[config.mk]
export PLATFORM = sky130hd
export DESIGN_NAME = adc_calibration_sequencer
export DESIGN_NICKNAME = d
export VERILOG_FILES = /design/src/adc_cal_pkg.sv /design/src/cal_ctrl_if.sv /design/src/adc_calibration_sequencer.sv /design/src/cal_trigger.sv /design/src/code_divider.sv
export SDC_FILE = /design/constraint.sdc
export NUM_CORES = 1
export LEC_CHECK = 0
export BUFFER_PORTS_ARGS = -buffer_cell sky130_fd_sc_hd__buf_2
export CORE_ASPECT_RATIO = 1.75
export CORE_MARGIN = 2
export CORE_UTILIZATION = 30
export CTS_BUF_LIST = sky130_fd_sc_hd__clkbuf_4
export DETAILED_ROUTE_END_ITERATION = 8
export HOLD_SLACK_MARGIN = 0.1
export PLACE_DENSITY = 0.55
export SYNTH_ARGS = -nofsm -noshare
export SYNTH_HDL_FRONTEND = slang
export SYNTH_SLANG_ARGS = --single-unit
export TNS_END_PERCENT = 30
[constraint.sdc]
create_clock -name CLK_SYS_I -period 14.7 [get_ports CLK_SYS_I]
set_input_delay 2.94 -clock CLK_SYS_I [delete_from_list [all_inputs] [get_ports CLK_SYS_I]]
set_output_delay 2.94 -clock CLK_SYS_I [all_outputs]
set_load 0.01 [all_outputs]
[src/adc_cal_pkg.sv]
`default_nettype none
package adc_cal_pkg;
  localparam int CODE_W = 20;
  localparam int RAW_W = 24;
  localparam int CNT_W = 22;
  localparam int NUM_W = 48;
  localparam int QUOT_W = 22;
  localparam int IRQ_W = 3;
  localparam int unsigned SELF_CAL_LEN = 3145655;
  localparam int unsigned SYS_OFFSET_LEN = 1052599;
  localparam int unsigned SYS_GAIN_LEN = 1068813;
  localparam int unsigned ONE_STEP_LEN = 2117389;
  localparam logic [2:0] TRIG_MIN_HIGH = 3'h4;
  localparam int UNI_SHIFT = 20;
  localparam int BIP_SHIFT = 19;
  localparam logic [CODE_W-1:0] CODE_ZERO = 20'h00000;
  localparam logic [CODE_W-1:0] CODE_FULL = 20'hfffff;
  localparam logic [CODE_W-1:0] CODE_MID = 20'h80000;
  localparam logic [CODE_W-1:0] CODE_HALF_MAX = 20'h7ffff;
  localparam logic [1:0] INSEL_AIN = 2'h0;
  localparam logic [1:0] INSEL_ANALOG_GROUND_LEVEL = 2'h1;
  localparam logic [1:0] INSEL_REF = 2'h2;
  localparam logic [RAW_W-1:0] ZERO_COEF_RESET = 24'h000000;
  localparam logic [RAW_W-1:0] FULL_COEF_RESET = 24'h400000;
  localparam logic [7:0] ADDR_CTRL = 8'h00;
  localparam logic [7:0] ADDR_STATUS = 8'h04;
  localparam logic [7:0] ADDR_DATA = 8'h08;
  localparam logic [7:0] ADDR_IRQ_STATUS = 8'h0c;
  localparam logic [7:0] ADDR_IRQ_CLEAR = 8'h10;
  localparam logic [7:0] ADDR_IRQ_ENABLE = 8'h14;
  localparam logic [7:0] ADDR_ZERO_COEF = 8'h18;
  localparam logic [7:0] ADDR_FULL_COEF = 8'h1c;
  localparam int CTRL_GO_BIT = 0;
  localparam int CTRL_SEL_SECOND_BIT = 1;
  localparam int CTRL_SEL_FIRST_BIT = 2;
  localparam int ST_BUSY_BIT = 0;
  localparam int ST_WORD_READY_BIT = 1;
  localparam int ST_MODE_LSB = 2;
  localparam int ST_POL_BIT = 4;
  localparam int IRQ_CAL_DONE_BIT = 0;
  localparam int IRQ_NEW_WORD_BIT = 1;
  localparam int IRQ_REJECT_BIT = 2;
  localparam logic [IRQ_W-1:0] IRQ_EN_RESET = 3'h0;
  localparam logic [1:0] SW_SEL_RESET = 2'h0;

  typedef enum logic [1:0] {CAL_SELF, CAL_SYS_OFFSET, CAL_SYS_GAIN, CAL_ONE_STEP} cal_mode_type;
  typedef enum logic [1:0] {ST_RUN, ST_CAL, ST_SETTLE} seq_state_type;

  function automatic cal_mode_type decode_mode(input logic first, input logic second);
    case ({first, second})
      2'h0: decode_mode = CAL_SELF;
      2'h3: decode_mode = CAL_SYS_OFFSET;
      2'h1: decode_mode = CAL_SYS_GAIN;
      default: decode_mode = CAL_ONE_STEP;
    endcase
  endfunction
endpackage
`default_nettype wire

[src/cal_ctrl_if.sv]
`timescale 1ns/1ps
`default_nettype none
interface cal_ctrl_if;
  logic start;
  logic reject;
  logic sel_first;
  logic sel_second;
  logic busy;
  modport qualifier (output start, output reject, output sel_first, output sel_second, input busy);
  modport sequencer (input start, input reject, input sel_first, input sel_second, output busy);
endinterface
`default_nettype wire

[src/adc_calibration_sequencer.sv]
`timescale 1ns/1ps
`default_nettype none
module adc_calibration_sequencer
  import adc_cal_pkg::*;
#(
  parameter int unsigned SELF_CAL_CYCLES = SELF_CAL_LEN,
  parameter int unsigned SYS_OFFSET_CYCLES = SYS_OFFSET_LEN,
  parameter int unsigned SYS_GAIN_CYCLES = SYS_GAIN_LEN,
  parameter int unsigned ONE_STEP_CYCLES = ONE_STEP_LEN
) (
  input wire logic CLK_SYS_I,
  input wire logic RST_I,
  input wire logic CAL_TRIGGER_I,
  input wire logic CAL_SELECT_FIRST_I,
  input wire logic CAL_SELECT_SECOND_I,
  input wire logic POLARITY_SELECT_I,
  input wire logic [RAW_W-1:0] RAW_DATA_I,
  input wire logic RAW_VALID_I,
  input wire logic [7:0] AVS_ADDRESS_I,
  input wire logic AVS_READ_I,
  input wire logic AVS_WRITE_I,
  input wire logic [3:0] AVS_BYTEENABLE_I,
  input wire logic [31:0] AVS_WRITEDATA_I,
  output logic [31:0] AVS_READDATA_O,
  output logic AVS_WAITREQUEST_O,
  output logic WORD_READY_N_O,
  output logic [CODE_W-1:0] DATA_O,
  output logic [1:0] INPUT_SEL_O,
  output logic IRQ_O
);
  cal_ctrl_if ctl ();

  seq_state_type state_reg;
  cal_mode_type mode_reg;
  cal_mode_type start_mode;
  logic [CNT_W-1:0] cal_cnt_reg;
  logic [CNT_W-1:0] cal_last_reg;
  logic [CNT_W-1:0] cal_last_next;
  logic cal_start;
  logic cal_end;
  logic zero_phase;
  logic full_phase;
  logic sw_go_reg;
  logic [1:0] sw_sel_reg;
  logic [RAW_W-1:0] zero_reg;
  logic [RAW_W-1:0] full_reg;
  logic [1:0] insel_next;
  logic signed [RAW_W:0] diff;
  logic signed [RAW_W:0] span;
  logic [RAW_W:0] mag;
  logic [RAW_W:0] den;
  logic [NUM_W-1:0] num;
  logic div_start;
  logic div_busy;
  logic div_done;
  logic div_sat;
  logic [QUOT_W-1:0] div_quot;
  logic neg_reg;
  logic bip_reg;
  logic owned_reg;
  logic load_word;
  logic [CODE_W-1:0] conv_code;
  logic [IRQ_W-1:0] irq_status_reg;
  logic [IRQ_W-1:0] irq_en_reg;
  logic [IRQ_W-1:0] irq_evt;
  logic [IRQ_W-1:0] irq_clr;
  logic bus_take;
  logic bus_wr;
  logic [31:0] rdata_next;

  cal_trigger trigger_unit (
    .clk_i(CLK_SYS_I),
    .rst_i(RST_I),
    .trig_i(CAL_TRIGGER_I),
    .sel_first_i(CAL_SELECT_FIRST_I),
    .sel_second_i(CAL_SELECT_SECOND_I),
    .ctl(ctl)
  );

  code_divider divider_unit (
    .clk_i(CLK_SYS_I),
    .rst_i(RST_I),
    .start_i(div_start),
    .num_i(num),
    .den_i(den),
    .busy_o(div_busy),
    .done_o(div_done),
    .sat_o(div_sat),
    .quot_o(div_quot)
  );

  assign ctl.busy = state_reg != ST_RUN;
  assign cal_start = (ctl.start || sw_go_reg) && state_reg == ST_RUN;
  assign cal_end = state_reg == ST_CAL && cal_cnt_reg == cal_last_reg;

  always_comb begin
    start_mode = ctl.start ? decode_mode(ctl.sel_first, ctl.sel_second)
                           : decode_mode(sw_sel_reg[1], sw_sel_reg[0]);
    case (start_mode)
      CAL_SELF: cal_last_next = CNT_W'(SELF_CAL_CYCLES - 1);
      CAL_SYS_OFFSET: cal_last_next = CNT_W'(SYS_OFFSET_CYCLES - 1);
      CAL_SYS_GAIN: cal_last_next = CNT_W'(SYS_GAIN_CYCLES - 1);
      default: cal_last_next = CNT_W'(ONE_STEP_CYCLES - 1);
    endcase
  end

  always_ff @(posedge CLK_SYS_I or posedge RST_I) begin
    if (RST_I) begin
      state_reg <= ST_RUN;
      mode_reg <= CAL_SELF;
      cal_cnt_reg <= '0;
      cal_last_reg <= '0;
    end else begin
      case (state_reg)
        ST_RUN: begin
          if (cal_start) begin
            state_reg <= ST_CAL;
            mode_reg <= start_mode;
            cal_last_reg <= cal_last_next;
            cal_cnt_reg <= '0;
          end
        end
        ST_CAL: begin
          cal_cnt_reg <= cal_cnt_reg + CNT_W'(1);
          if (cal_end) begin
            state_reg <= (mode_reg == CAL_SELF) ? ST_SETTLE : ST_RUN;
          end
        end
        ST_SETTLE: begin
          if (load_word) begin
            state_reg <= ST_RUN;
          end
        end
        default: state_reg <= ST_RUN;
      endcase
    end
  end

  always_comb begin
    zero_phase = 1'b0;
    full_phase = 1'b0;
    insel_next = INSEL_AIN;
    if (state_reg == ST_CAL) begin
      case (mode_reg)
        CAL_SYS_OFFSET: zero_phase = 1'b1;
        CAL_SYS_GAIN: full_phase = 1'b1;
        default: begin
          zero_phase = cal_cnt_reg < (cal_last_reg >> 1);
          full_phase = !zero_phase;
        end
      endcase
      if (mode_reg == CAL_SELF) begin
        insel_next = zero_phase ? INSEL_ANALOG_GROUND_LEVEL : INSEL_REF;
      end else if (mode_reg == CAL_ONE_STEP && full_phase) begin
        insel_next = INSEL_REF;
      end
    end
  end

  always_ff @(posedge CLK_SYS_I or posedge RST_I) begin
    if (RST_I) begin
      INPUT_SEL_O <= INSEL_AIN;
    end else begin
      INPUT_SEL_O <= insel_next;
    end
  end

  always_ff @(posedge CLK_SYS_I or posedge RST_I) begin
    if (RST_I) begin
      zero_reg <= ZERO_COEF_RESET;
      full_reg <= FULL_COEF_RESET;
    end else if (RAW_VALID_I && zero_phase && INPUT_SEL_O == insel_next) begin
      zero_reg <= RAW_DATA_I;
    end else if (RAW_VALID_I && full_phase && INPUT_SEL_O == insel_next) begin
      full_reg <= RAW_DATA_I;
    end
  end

  always_comb begin
    diff = $signed({RAW_DATA_I[RAW_W-1], RAW_DATA_I}) - $signed({zero_reg[RAW_W-1], zero_reg});
    span = $signed({full_reg[RAW_W-1], full_reg}) - $signed({zero_reg[RAW_W-1], zero_reg});
    mag = diff[RAW_W] ? (RAW_W+1)'(0) - diff : diff;
    den = (span[RAW_W] || span == '0) ? (RAW_W+1)'(1) : span;
    num = {(NUM_W-RAW_W-1)'(0), mag} << (POLARITY_SELECT_I ? BIP_SHIFT : UNI_SHIFT);
    num = num + NUM_W'(den >> 1);
  end

  assign div_start = RAW_VALID_I && !div_busy && state_reg != ST_CAL && !cal_start;
  assign load_word = div_done && owned_reg && state_reg != ST_CAL && !cal_start;

  always_ff @(posedge CLK_SYS_I or posedge RST_I) begin
    if (RST_I) begin
      owned_reg <= 1'b0;
      neg_reg <= 1'b0;
      bip_reg <= 1'b0;
    end else if (cal_start) begin
      owned_reg <= 1'b0;
    end else if (div_start) begin
      owned_reg <= 1'b1;
      neg_reg <= diff[RAW_W];
      bip_reg <= POLARITY_SELECT_I;
    end else if (div_done) begin
      owned_reg <= 1'b0;
    end
  end

  always_comb begin
    if (!bip_reg) begin
      conv_code = neg_reg ? CODE_ZERO
                : (div_sat || div_quot > QUOT_W'(CODE_FULL)) ? CODE_FULL : div_quot[CODE_W-1:0];
    end else if (!neg_reg) begin
      conv_code = (div_sat || div_quot > QUOT_W'(CODE_HALF_MAX)) ? CODE_FULL
                : CODE_MID + div_quot[CODE_W-1:0];
    end else begin
      conv_code = (div_sat || div_quot >= QUOT_W'(CODE_MID)) ? CODE_ZERO
                : CODE_MID - div_quot[CODE_W-1:0];
    end
  end

  always_ff @(posedge CLK_SYS_I or posedge RST_I) begin
    if (RST_I) begin
      WORD_READY_N_O <= 1'b1;
      DATA_O <= CODE_ZERO;
    end else if (cal_start) begin
      WORD_READY_N_O <= 1'b1;
    end else if (cal_end && mode_reg != CAL_SELF) begin
      WORD_READY_N_O <= 1'b0;
      DATA_O <= (mode_reg == CAL_SYS_GAIN) ? CODE_FULL : CODE_ZERO;
    end else if (load_word) begin
      WORD_READY_N_O <= 1'b0;
      DATA_O <= conv_code;
    end
  end

  assign irq_evt[IRQ_CAL_DONE_BIT] = cal_end;
  assign irq_evt[IRQ_NEW_WORD_BIT] = load_word;
  assign irq_evt[IRQ_REJECT_BIT] = ctl.reject;
  assign bus_take = (AVS_READ_I || AVS_WRITE_I) && !AVS_WAITREQUEST_O;
  assign bus_wr = AVS_WRITE_I && !AVS_WAITREQUEST_O && AVS_BYTEENABLE_I[0];
  assign irq_clr = (bus_wr && AVS_ADDRESS_I == ADDR_IRQ_CLEAR) ? AVS_WRITEDATA_I[IRQ_W-1:0] : '0;

  always_ff @(posedge CLK_SYS_I or posedge RST_I) begin
    if (RST_I) begin
      irq_status_reg <= '0;
      irq_en_reg <= IRQ_EN_RESET;
      IRQ_O <= 1'b0;
    end else begin
      irq_status_reg <= (irq_status_reg & ~irq_clr) | irq_evt;
      IRQ_O <= |(irq_status_reg & irq_en_reg);
      if (bus_wr && AVS_ADDRESS_I == ADDR_IRQ_ENABLE) begin
        irq_en_reg <= AVS_WRITEDATA_I[IRQ_W-1:0];
      end
    end
  end

  always_ff @(posedge CLK_SYS_I or posedge RST_I) begin
    if (RST_I) begin
      sw_go_reg <= 1'b0;
      sw_sel_reg <= SW_SEL_RESET;
    end else if (bus_wr && AVS_ADDRESS_I == ADDR_CTRL) begin
      sw_go_reg <= AVS_WRITEDATA_I[CTRL_GO_BIT];
      sw_sel_reg <= {AVS_WRITEDATA_I[CTRL_SEL_FIRST_BIT], AVS_WRITEDATA_I[CTRL_SEL_SECOND_BIT]};
    end else begin
      sw_go_reg <= 1'b0;
    end
  end

  always_comb begin
    rdata_next = '0;
    case (AVS_ADDRESS_I)
      ADDR_CTRL: begin
        rdata_next[CTRL_SEL_FIRST_BIT] = sw_sel_reg[1];
        rdata_next[CTRL_SEL_SECOND_BIT] = sw_sel_reg[0];
      end
      ADDR_STATUS: begin
        rdata_next[ST_BUSY_BIT] = state_reg != ST_RUN;
        rdata_next[ST_WORD_READY_BIT] = WORD_READY_N_O;
        rdata_next[ST_MODE_LSB+1:ST_MODE_LSB] = 2'(mode_reg);
        rdata_next[ST_POL_BIT] = POLARITY_SELECT_I;
      end
      ADDR_DATA: rdata_next[CODE_W-1:0] = DATA_O;
      ADDR_IRQ_STATUS: rdata_next[IRQ_W-1:0] = irq_status_reg;
      ADDR_IRQ_ENABLE: rdata_next[IRQ_W-1:0] = irq_en_reg;
      ADDR_ZERO_COEF: rdata_next[RAW_W-1:0] = zero_reg;
      ADDR_FULL_COEF: rdata_next[RAW_W-1:0] = full_reg;
      default: rdata_next = '0;
    endcase
  end

  always_ff @(posedge CLK_SYS_I or posedge RST_I) begin
    if (RST_I) begin
      AVS_WAITREQUEST_O <= 1'b1;
      AVS_READDATA_O <= '0;
    end else begin
      AVS_WAITREQUEST_O <= !((AVS_READ_I || AVS_WRITE_I) && AVS_WAITREQUEST_O);
      if (AVS_READ_I && AVS_WAITREQUEST_O) begin
        AVS_READDATA_O <= rdata_next;
      end
    end
  end
endmodule
`default_nettype wire

[src/cal_trigger.sv]
`timescale 1ns/1ps
`default_nettype none
module cal_trigger
  import adc_cal_pkg::*;
(
  input wire logic clk_i,
  input wire logic rst_i,
  input wire logic trig_i,
  input wire logic sel_first_i,
  input wire logic sel_second_i,
  cal_ctrl_if.qualifier ctl
);
  logic trig_d_reg;
  logic [2:0] high_cnt_reg;
  logic rise;
  logic fall;
  logic long_enough;

  assign rise = trig_i && !trig_d_reg;
  assign fall = !trig_i && trig_d_reg;
  assign long_enough = high_cnt_reg >= TRIG_MIN_HIGH;

  always_ff @(posedge clk_i or posedge rst_i) begin
    if (rst_i) begin
      trig_d_reg <= 1'b0;
    end else begin
      trig_d_reg <= trig_i;
    end
  end

  always_ff @(posedge clk_i or posedge rst_i) begin
    if (rst_i) begin
      high_cnt_reg <= 3'h0;
    end else if (!trig_i) begin
      high_cnt_reg <= 3'h0;
    end else if (!long_enough) begin
      high_cnt_reg <= high_cnt_reg + 3'h1;
    end
  end

  always_ff @(posedge clk_i or posedge rst_i) begin
    if (rst_i) begin
      ctl.sel_first <= 1'b0;
      ctl.sel_second <= 1'b0;
    end else if (rise) begin
      ctl.sel_first <= sel_first_i;
      ctl.sel_second <= sel_second_i;
    end
  end

  always_ff @(posedge clk_i or posedge rst_i) begin
    if (rst_i) begin
      ctl.start <= 1'b0;
      ctl.reject <= 1'b0;
    end else begin
      ctl.start <= fall && long_enough && !ctl.busy;
      ctl.reject <= fall && (!long_enough || ctl.busy);
    end
  end
endmodule
`default_nettype wire

[src/code_divider.sv]
`timescale 1ns/1ps
`default_nettype none
module code_divider
  import adc_cal_pkg::*;
(
  input wire logic clk_i,
  input wire logic rst_i,
  input wire logic start_i,
  input wire logic [NUM_W-1:0] num_i,
  input wire logic [RAW_W:0] den_i,
  output logic busy_o,
  output logic done_o,
  output logic sat_o,
  output logic [QUOT_W-1:0] quot_o
);
  logic [RAW_W+1:0] rem_reg;
  logic [QUOT_W-1:0] low_reg;
  logic [RAW_W:0] den_reg;
  logic [4:0] step_reg;
  logic [RAW_W+1:0] trial;
  logic fits;

  assign trial = {rem_reg[RAW_W:0], low_reg[QUOT_W-1]};
  assign fits = trial >= {1'b0, den_reg};

  always_ff @(posedge clk_i or posedge rst_i) begin
    if (rst_i) begin
      rem_reg <= '0;
      low_reg <= '0;
      den_reg <= '0;
      step_reg <= 5'h0;
      busy_o <= 1'b0;
      done_o <= 1'b0;
      sat_o <= 1'b0;
      quot_o <= '0;
    end else begin
      done_o <= 1'b0;
      if (start_i && !busy_o) begin
        den_reg <= den_i;
        rem_reg <= num_i[NUM_W-1:QUOT_W];
        low_reg <= num_i[QUOT_W-1:0];
        quot_o <= '0;
        sat_o <= num_i[NUM_W-1:QUOT_W] >= {1'b0, den_i};
        step_reg <= 5'(QUOT_W);
        busy_o <= 1'b1;
      end else if (busy_o) begin
        if (sat_o || step_reg == 5'h0) begin
          busy_o <= 1'b0;
          done_o <= 1'b1;
        end else begin
          rem_reg <= fits ? trial - {1'b0, den_reg} : trial;
          low_reg <= {low_reg[QUOT_W-2:0], 1'b0};
          quot_o <= {quot_o[QUOT_W-2:0], fits};
          step_reg <= step_reg - 5'h1;
        end
      end
    end
  end
endmodule
`default_nettype wire

Word-level counts from Yosys, hierarchy flattened
Index checks and enable logic that the tools add are counted.
{ "totals": {"out_inout_bits": 57, "register_bits": 267, "latchBits": 0, "ram_bits": 0, "mem_count": 0, "mem_bits_ro": 0, "input_bits": 77} }
{ "op_classes": {"add_sub_neg": 10, "reduce_logical": 67, "n_mux": 67, "div_mod_pow": 0, "bitwise": 6, "n_eq_ne": 26, "multipliers": 0, "n_shift": 1, "order_cmp": 7} }
{ "ops": {"columns": ["op", "count"], "rows": [
  ["$mux 20", 9],
  ["$mux 22", 7],
  ["$mux 25", 6],
  ["$pmux 22 s3", 1],
  ["$ge 26x25->1", 2],
  ["$sub 24x24->25", 2],
  ["$add 48x24->48", 1],
  ["$shl 25x5->48", 1],
  ["$pmux 15 s3", 1],
  ["$pmux 22 s2", 1],
  ["$eq 8x5->1 const B", 4],
  ["$logic_and 1x1->1", 27],
  ["$logic_not 25->1", 1],
  ["$sub 1x25->25 const A", 1],
  ["$sub 25x25->25", 1],
  ["$add 22x1->22 const B", 1],
  ["$eq 22x22->1", 1],
  ["$ge 22x20->1 const B", 1],
  ["$gt 22x19->1 const B", 1],
  ["$gt 22x20->1 const B", 1],
  ["$lt 22x21->1", 1],
  ["$add 20x20->20 const A", 1],
  ["$sub 20x20->20 const A", 1],
  ["$mux 2", 9],
  ["33 further kinds", 102]
]} }

Depth between registers and ports, before layout
Gate-level depths: netlist of the first run.
{ "logic_depth": {"ltp_word": 12, "ltp_mapped": 41, "mapped_depth_nobuf": 41} }

Modules after synthesis
Synthesis of the first run repeated with hierarchy kept, for this count alone.
{ "unflattened": {"hier_cells": 2329, "area_unflattened_um2": 19697.6} }
{ "by_module_without_submodules": {"columns": ["module", "seq_area_each_um2", "n_inst", "cells_per_inst", "area_each_um2"], "rows": [
  ["adc_calibration_sequencer", 3557.2, 1, 1587, 13085.0],
  ["code_divider", 2552.4, 1, 721, 6287.3],
  ["cal_trigger", 200.2, 1, 21, 325.3]
]} }

Worst setup path after synthesis of the first run
No wires, ideal clock.
{ "synth_timing": {"path_kind": "input -> register", "startpoint": "in RAW_DATA_I[0]", "endpoint": "reg divider_unit.sat_o", "path_buffers": 2, "slack_ns": 5.316, "stages": 33, "arrival_time_ns": 9.259, "cell_sequence": "inv_1 -> ha_1 -> inv_1 -> fa_1 -> a211oi_2 -> o21ai_4 -> a311oi_4 -> o31a_4 -> a211o_1 -> buf_2 -> buf_2 -> mux2i_1 -> mux2i_1 -> ha_1 -> o21a_1 -> o21ai_0 -> a21oi_1 -> nand3_1 -> or4b_1 -> or2_1 -> nor3_1 -> a211oi_1 -> a311oi_1 -> ha_1 -> a21o_1 -> a21o_1 -> a21oi_1 -> nor2b_1 -> o21ai_0 -> nand2b_1 -> a21oi_1 -> o41ai_1 -> mux2_2"} }
{ "synth_via": {"elab_chain_cells": 6} }
{ "synth_lines": {"columns": ["element", "line_no", "text"], "rows": [
  ["start, declared", "adc_calibration_sequencer.sv:17", "input wire logic [RAW_W-1:0] RAW_DATA_I,"],
  ["$sub 24x24->25 *", "adc_calibration_sequencer.sv:180", "diff = $signed({RAW_DATA_I[RAW_W-1], RAW_DATA_I}) - $signed({zero_reg[RAW_W-1], zero_reg});"],
  ["$sub 1x25->25", "adc_calibration_sequencer.sv:182", "mag = diff[RAW_W] ? (RAW_W+1)'(0) - diff : diff;"],
  ["$mux 25 *", "adc_calibration_sequencer.sv:182", null],
  ["$shl 25x5->48 *", "adc_calibration_sequencer.sv:184", "num = {(NUM_W-RAW_W-1)'(0), mag} << (POLARITY_SELECT_I ? BIP_SHIFT : UNI_SHIFT);"],
  ["$add 48x24->48 *", "adc_calibration_sequencer.sv:185", "num = num + NUM_W'(den >> 1);"],
  ["$ge 26x25->1 *", "code_divider.sv:43", "sat_o <= num_i[NUM_W-1:QUOT_W] >= {1'b0, den_i};"],
  ["end signal, assigned", "code_divider.sv:43", null],
  ["end, declared", "code_divider.sv:13", "output logic sat_o,"]
]} }
Mark *: on every way between the ends. The rest lies on a longest branch, timed or not.
A chain may end at the register's enable or synchronous reset.

Final worst setup path of the first run
Same ends and word-level chain as after synthesis.

==> out/qor.csv, run 1 <==
stage,metric,value,unit
run_status,status,"finished, violations left",
run_status,failed_checks,DRC,
yosys,ys.warnings.count,0,
timing,slew_headroom,21.93,%
global_route,grt_max_degree,120,
timing,fin_ws,4.364,ns
timing,hold-worst-slack,0.4436,ns
timing,fin_crit_sh,70.31,%
clocking,clk_pin_slew,0.07,ns
yosys,yosys_register_bits,252,
yosys,synthCells,2238,
clocking,htree_num_levels,3,
yosys,synth-edff-count,0,
yosys,synth-main-ff-cell,dfrtp_1,
setup_path,reg2reg_from,full_reg[0],
route,via_count,17600,
timing,grt_setup_unrepaired,no,
clocking,clockRootBuffer,clkbuf_4,
global_route,grt_usage,19.49,%
route,met1_length,23640,µm
route,top_layer_used,met4,
power,power,0.005547,W
route,vias_per_cell,5.546,
floorplanning,dieArea,65480,µm²
clocking,insertion_delay,0.76,ns
route,dr_wl_met2,34530,µm
timing,hold_violations,0,
global_route,grt_pass1_vias,17500,
route,drc,10,
cells_and_area,fin_cells,3173,
setup_path,cp-startpoint,RAW_DATA_I[0],
clocking,cts_tree,done,
timing,fin_skew,0.06222,ns
place,post-dp-hpwl,50240,µm
yosys,syn_area,19010,µm²
yosys,synth.largest_area_cell,dfrtp_1,
yosys,ys_types,95,
cells_and_area,syn_to_final_growth,11.03,%
power,power_density,262.8,nW/µm²
timing,tns,0,ns
clocking,hold_buffers,0,
route,dr.pass1.iters,8,
timing,final.min_clock_period,10.34,ns
worst_hold_path,whs_endpoint,irq_status_reg[2],
route,avgRoutedWirePerCell,20.56,µm
yosys,synth-seq-area-share,33.19,%
clocking,postCtsSetupRepairBufs,0,
floorplanning,rows,122,
yosys,synth_top_area_share,32.78,%
setup_path,worst_ep_required_time,15.30,ns
worst_hold_path,hold-path-cell-count,1,
power,ir_drop,0.09589,mV
place,port_buffers,93,
setup_path,r2r_slack,5.25,ns
place,dp_slack,3.821,ns
setup_path,crit_type,in2reg,
setup_path,worst-path-buf-inv,3,
floorplanning,start_util,30.16,%
floorplanning,dieWidth,194.3,µm
setup_path,worst_r2r_endpoint,divider_unit.sat_o,
setup_path,rr_worst_depth,37,
power,p_leak,9.647,nW
place,dp_cells,3054,
setup_path,cpPeakStageDelay,0.68,ns
route,met3WireLength,2367,µm
floorplanning,io_pins,134,
setup_path,crit_family,compound AO/OA/AOI/OAI gates,
timing,worstMarginPinSlew,1.168,ns
global_route,antenna_found_initial,1,
setup_path,cp_slowest_cell,or4b_1,
cells_and_area,nNetsFinal,2545,
clocking,cts_buffer_depth,3,
worst_hold_path,hold_class,reg2reg,
yosys,avgSynthCellArea,8.495,µm²
timing,max_freq,96.75,MHz
timing,finalSetupViolCount,0,
yosys,netlist_top_cells_area,"dfrtp_1 33%, ha_1 9.6%, nand2_1 5.4%, o21ai_0 5.1%, a21oi_1 3.6%",
clocking,cts_buffers,68,
route,drt_iter0_markers,1120,
setup_path,crit_path_start_kind,input port,
floorplanning,coreArea,63040,µm²
route,ant_nets,0,
clocking,post_cts_resized,0,
global_route,globalRouteOverflowTotal,0,
setup_path,cp_data_arrival_time,10.94,ns
route,drt-total-wl,65230,µm
worst_hold_path,holdCritStartpoint,trigger_unit.ctl.reject,
floorplanning,die_h,337.0,µm
run,cap_violations,0,
setup_path,cp_max_fo,18,
place,gp_congestion,0.9141,
yosys,ys_async_sr_fraction,100.0,%
clocking,cts.sinks,252,
timing,slew_viol_final,0,
global_route,grt_pass1_wl,98640,µm
setup_path,crit_path_end_kind,flip-flop,
cells_and_area,drive_gt1_share,13.61,%
==> report_power, final <==
part	switching, W	total (W)	internal [W]
Sequential	0.000187	0.00107	0.000887
Combinational	0.00240	0.00380	0.00140
Clock	0.000312	0.000675	0.000363
==> cells in the mapped netlist, types with 27 or more instances <==
cell	count
dfrtp_1	249
nand2b_1	27
mux2_2	59
o21ai_0	195
a21o_1	44
inv_1	121
nand2_1	275
nand3_1	35
nor3_1	50
xor2_1	42
a22oi_1	46
and3_1	28
a31oi_1	34
a21oi_1	137
nor2_1	156
xnor2_1	59
clkbuf_1	83
ha_1	146
==> cell families (layout without fill, tap and decap cells) <==
kind of cell             after synthesis  count (layout)  synth area share (%)
AO/OA/AOI/OAI                        693             693                 24.10
XOR/XNOR                             104             104                 4.910
adder cells (fa/ha/maj)              150             150                 10.03
buffers and inverters                234             348                 4.903
flip-flops                           252             252                 33.19
multiplexers                          85              85                 4.864
other                                  2              17               0.03950
AND/OR/NAND/NOR                      718             718                 17.97
==> final cells by class <==
cell class	instances	area, µm²
flip-flops and latches	252	6310
diodes	1	2.502
repair buffers	109	585.6
clock buffers	100	750.7
inverters	121	461.7
multi-input cells	1766	11840
clock inverters	18	147.6
well taps	806	1008
fillers	6572	41940
==> worst register-to-register path, delay by kind of cell (launching register included) <==
kind                     cells  cell delay [ns]
AO/OA/AOI/OAI               22             5.26
adder cells (fa/ha/maj)      4             1.25
buffers and inverters        3             0.21
flip-flops                   1             0.41
multiplexers                 1             0.26
AND/OR/NAND/NOR              7             1.93
==> cell usage in the layout, fill, tap and decap left out, types with 46 or more instances in the layout <==
master / n
nand2_1: 275
dfrtp_1: 249
o21ai_0: 195
nor2_1: 153
ha_1: 146
a21oi_1: 137
inv_1: 120
clkbuf_4: 100
buf_2: 93
xnor2_1: 59
mux2_2: 59
nor3_1: 50
a22oi_1: 46
==> through the flow <==
| step | utilization (%) | cell area (µm²) |
|---|---|---|
| after detailed placement | 32.05 | 20210 |
| final | 33.48 | 21110 |
| after global placement | 32.05 | 20210 |
| after CTS | 33.48 | 21110 |
| after floorplan | - | 19060 |
| after global routing | 33.48 | 21110 |
==> per-layer routing <==
metal	track usage (%)	vias to the layer above
met3	2.331	196
met2	37.31	538
met1	19.37	8581
li1	-	8282
met5	0	-
met4	14.06	0
==> worst max path at each step <==
| stage | to | slack [ns] | cells past startpoint |
|---|---|---|---|
| final | divider_unit.sat_o | 4.36 | 32 |
| after global placement | divider_unit.sat_o | 3.75 | 32 |
| after floorplan | AVS_READDATA_O[0] | 4.84 | 1 |
| after CTS | divider_unit.sat_o | 4.59 | 32 |
| after detailed placement | divider_unit.sat_o | 3.82 | 32 |
| after global routing | divider_unit.sat_o | 3.93 | 32 |
No activity file was read; power rests on OpenSTA's default activity.
==> inputs of run 2 (changes only) <==
Settings changed: ABC_AREA set to 1, PLACE_DENSITY 0.55 to 0.57.
Clock period 14.7 ns to 9.4 ns, I/O delays scaled along.
==> out/qor.csv, run 2 <==
stage,metric,value,unit
route,drt-total-wl,65900,µm
timing,finalSetupViolCount,0,
power,pwr-share-comb,66.0,%
run,cap_violations,0,
clocking,insertion_delay,0.80,ns
yosys,synth-edff-count,0,
setup_path,worst_r2r_endpoint,divider_unit.sat_o,
global_route,grt_pass1_vias,18910,
yosys,netlist_top_cells_area,"dfrtp_1 32%, nand2_1 15%, ha_1 9.3%, inv_1 7.1%, nand3_1 5.9%",
worst_hold_path,whs_endpoint,divider_unit.step_reg[3],
worst_hold_path,hold-path-cell-count,1,
route,met1_length,24220,µm
cells_and_area,nNetsFinal,3160,
setup_path,crit_type,reg2reg,
power,ir_drop,0.1472,mV
setup_path,crit_path_start_kind,flip-flop,
route,avgRoutedWirePerCell,17.32,µm
power,seqPwrFrac,21.1,%
setup_path,cp_slowest_cell,xor2_1,
clocking,cts.sinks,252,
setup_path,r2r_slack,1.78,ns
yosys,synth_top_area_share,31.58,%
yosys,yosysMostFrequentCell,nand2_1,
yosys,yosys_register_bits,252,
yosys,synth-seq-area-share,31.98,%
power,clkPwrFrac,12.9,%
power,power,0.007647,W
floorplanning,dieWidth,197.9,µm
floorplanning,io_pins,134,
route,ant_nets,0,
global_route,grt_usage,19.48,%
cells_and_area,final_cell_area,21840,µm²
clocking,post_cts_resized,0,
setup_path,crit_path_end_kind,flip-flop,
timing,fin_skew,0.03972,ns
power,power_density,350.1,nW/µm²
worst_hold_path,hold_class,reg2reg,
setup_path,rr_worst_depth,36,
power,p_leak,11.27,nW
timing,final.min_clock_period,7.622,ns
worst_hold_path,holdCritStartpoint,divider_unit.step_reg[3],
power,power.switching,0.004192,W
setup_path,reg2reg_from,full_reg[0],
route,dr.pass1.iters,5,
clocking,clockRootBuffer,clkbuf_4,
floorplanning,die_h,343.3,µm
timing,slew_headroom,30.58,%
place,gp_congestion,0.9129,
floorplanning,rows,124,
cells_and_area,drive_gt1_share,10.78,%
cells_and_area,syn_to_final_growth,10.68,%
global_route,globalRouteOverflowTotal,0,
setup_path,cp_common_cell,inv_1,
route,via_count,18940,
timing,worstMarginPinSlew,1.035,ns
setup_path,worst_ep_required_time,10.09,ns
clocking,hold_buffers,0,
route,met3WireLength,1876,µm
cells_and_area,fin_util,33.52,%
yosys,avgSynthCellArea,6.948,µm²
yosys,ys_types,62,
place,post-dp-hpwl,51490,µm
clocking,cts_tree,done,
clocking,postCtsSetupRepairBufs,0,
floorplanning,dieArea,67920,µm²
cells_and_area,final_common_cell,nand2_1,
timing,max_freq,131.2,MHz
clocking,cts_buffer_depth,3,
yosys,ys_async_sr_fraction,100.0,%
global_route,grt_max_degree,148,
route,drt_iter0_markers,869,
global_route,antenna_found_initial,1,
route,dr_wl_met2,35150,µm
yosys,syn_area,19730,µm²
floorplanning,coreArea,65160,µm²
setup_path,cpPeakStageDelay,0.57,ns
timing,slew_viol_final,0,
timing,tns,0,ns
power,p_sw_share,54.82,%
yosys,synth.largest_area_cell,dfrtp_1,
floorplanning,start_util,30.28,%
place,port_buffers,93,
yosys,synth-main-ff-cell,dfrtp_1,
setup_path,cp_max_fo,15,
global_route,grt_pass1_wl,102700,µm
run_status,status,completed,
place,post_dp_cell_area,21020,µm²
timing,hold_violations,0,
timing,grt_setup_unrepaired,no,
setup_path,cp_data_arrival_time,8.31,ns
power,p_int,0.003455,W
route,drc,0,
route,vias_per_cell,4.977,
route,top_layer_used,met4,
yosys,synth.top_cells.by_count,"790 x nand2_1, 374 x inv_1, 249 x dfrtp_1",
clocking,htree_num_levels,2,
yosys,synthCells,2840,
yosys,ys.warnings.count,0,
timing,fin_crit_sh,81.08,%
cells_and_area,most-common-layout-cells,"790 x nand2_1, 373 x inv_1, 249 x dfrtp_1",
clocking,clk_pin_slew,0.08,ns
clocking,cts_buffers,61,
## run 2: cell types whose count changed after synthesis, moves of 26 or more
cell	before	now
xnor2_1	59	21
clkbuf_1	83	57
inv_1	121	374
nand2_1	275	790
nand3_1	35	232
and3_1	28	1
mux2_2	59	1
a22oi_1	46	15
nand2b_1	27	0
a21o_1	44	9
## run 2: metrics by stage
stage	instances	setup WS [ns]	hold WS, ns
after floorplan	2854	0.5966	0.4174
after global routing	3806	1.211	0.4911
after global placement	3689	1.583	0.4424
after detailed placement	3689	1.588	0.4382
after CTS	3805	1.718	0.4764
final	3806	1.778	0.4731
## run 2: kinds of logic after synthesis
family / Yosys count / share of synthesized area (%)
adders and majority gates: 150 / 9.663
AOI/OAI and AO/OA: 495 / 14.45
muxes: 2 / 0.1078
xor gates and xnor gates: 66 / 3.006
other: 2 / 0.03806
and+or+nand+nor: 1388 / 31.14
buffers and inverters: 485 / 9.619
DFF: 252 / 31.98
## run 2: area by class of cell
| type | count | area, µm² |
|---|---|---|
| flip-flops and latches | 252 | 6310 |
| fillers | 7259 | 43320 |
| clock inverters | 25 | 138.9 |
| multi-input cells | 2117 | 11600 |
| inverters | 391 | 1475 |
| clock buffers | 91 | 683.2 |
| well taps | 819 | 1025 |
| diodes | 1 | 2.502 |
| repair buffers | 110 | 605.6 |
## run 2: worst max path at each step
| stage | from | slack [ns] | endpoint |
|---|---|---|---|
| 4_1_cts | zero_reg[0] | 1.72 | divider_unit.sat_o |
| 3_3_place_gp | RAW_DATA_I[0] | 1.58 | divider_unit.sat_o |
| 6_report | full_reg[0] | 1.78 | divider_unit.sat_o |
| 2_1_floorplan | RST_I | 0.60 | AVS_READDATA_O[0] |
| 5_1_grt | full_reg[0] | 1.21 | divider_unit.sat_o |
| 3_5_place_dp | RAW_DATA_I[0] | 1.59 | divider_unit.sat_o |
## run 2: power groups by stage
| stage | Clock (W) | Sequential (W) | Combinational [W] |
|---|---|---|---|
| after floorplan | 0 | 0.00156 | 0.00369 |
| after global placement | 0 | 0.00163 | 0.00500 |
| after detailed placement | 0 | 0.00163 | 0.00503 |
| after CTS | 0.00102 | 0.00161 | 0.00506 |
| after global routing | 0.00106 | 0.00165 | 0.00569 |
| final | 0.000986 | 0.00161 | 0.00505 |
## run 2: per-layer routing
metal  vias to the layer above  GRT usage [%]
li1                       9548              -
met1                      8859          19.79
met2                       378          37.51
met3                       157          1.716
met4                         0          12.86
met5                         -              0
## run 2: worst max-delay path, delay by kind of cell (launching register included)
| kind | cells | cell delay [ns] |
|---|---|---|
| xor+xnor | 1 | 0.57 |
| simple gates | 16 | 2.72 |
| flops | 1 | 0.38 |
| buf+inv | 5 | 0.59 |
| fa+ha+maj | 4 | 1.05 |
| compound gates | 10 | 2.19 |
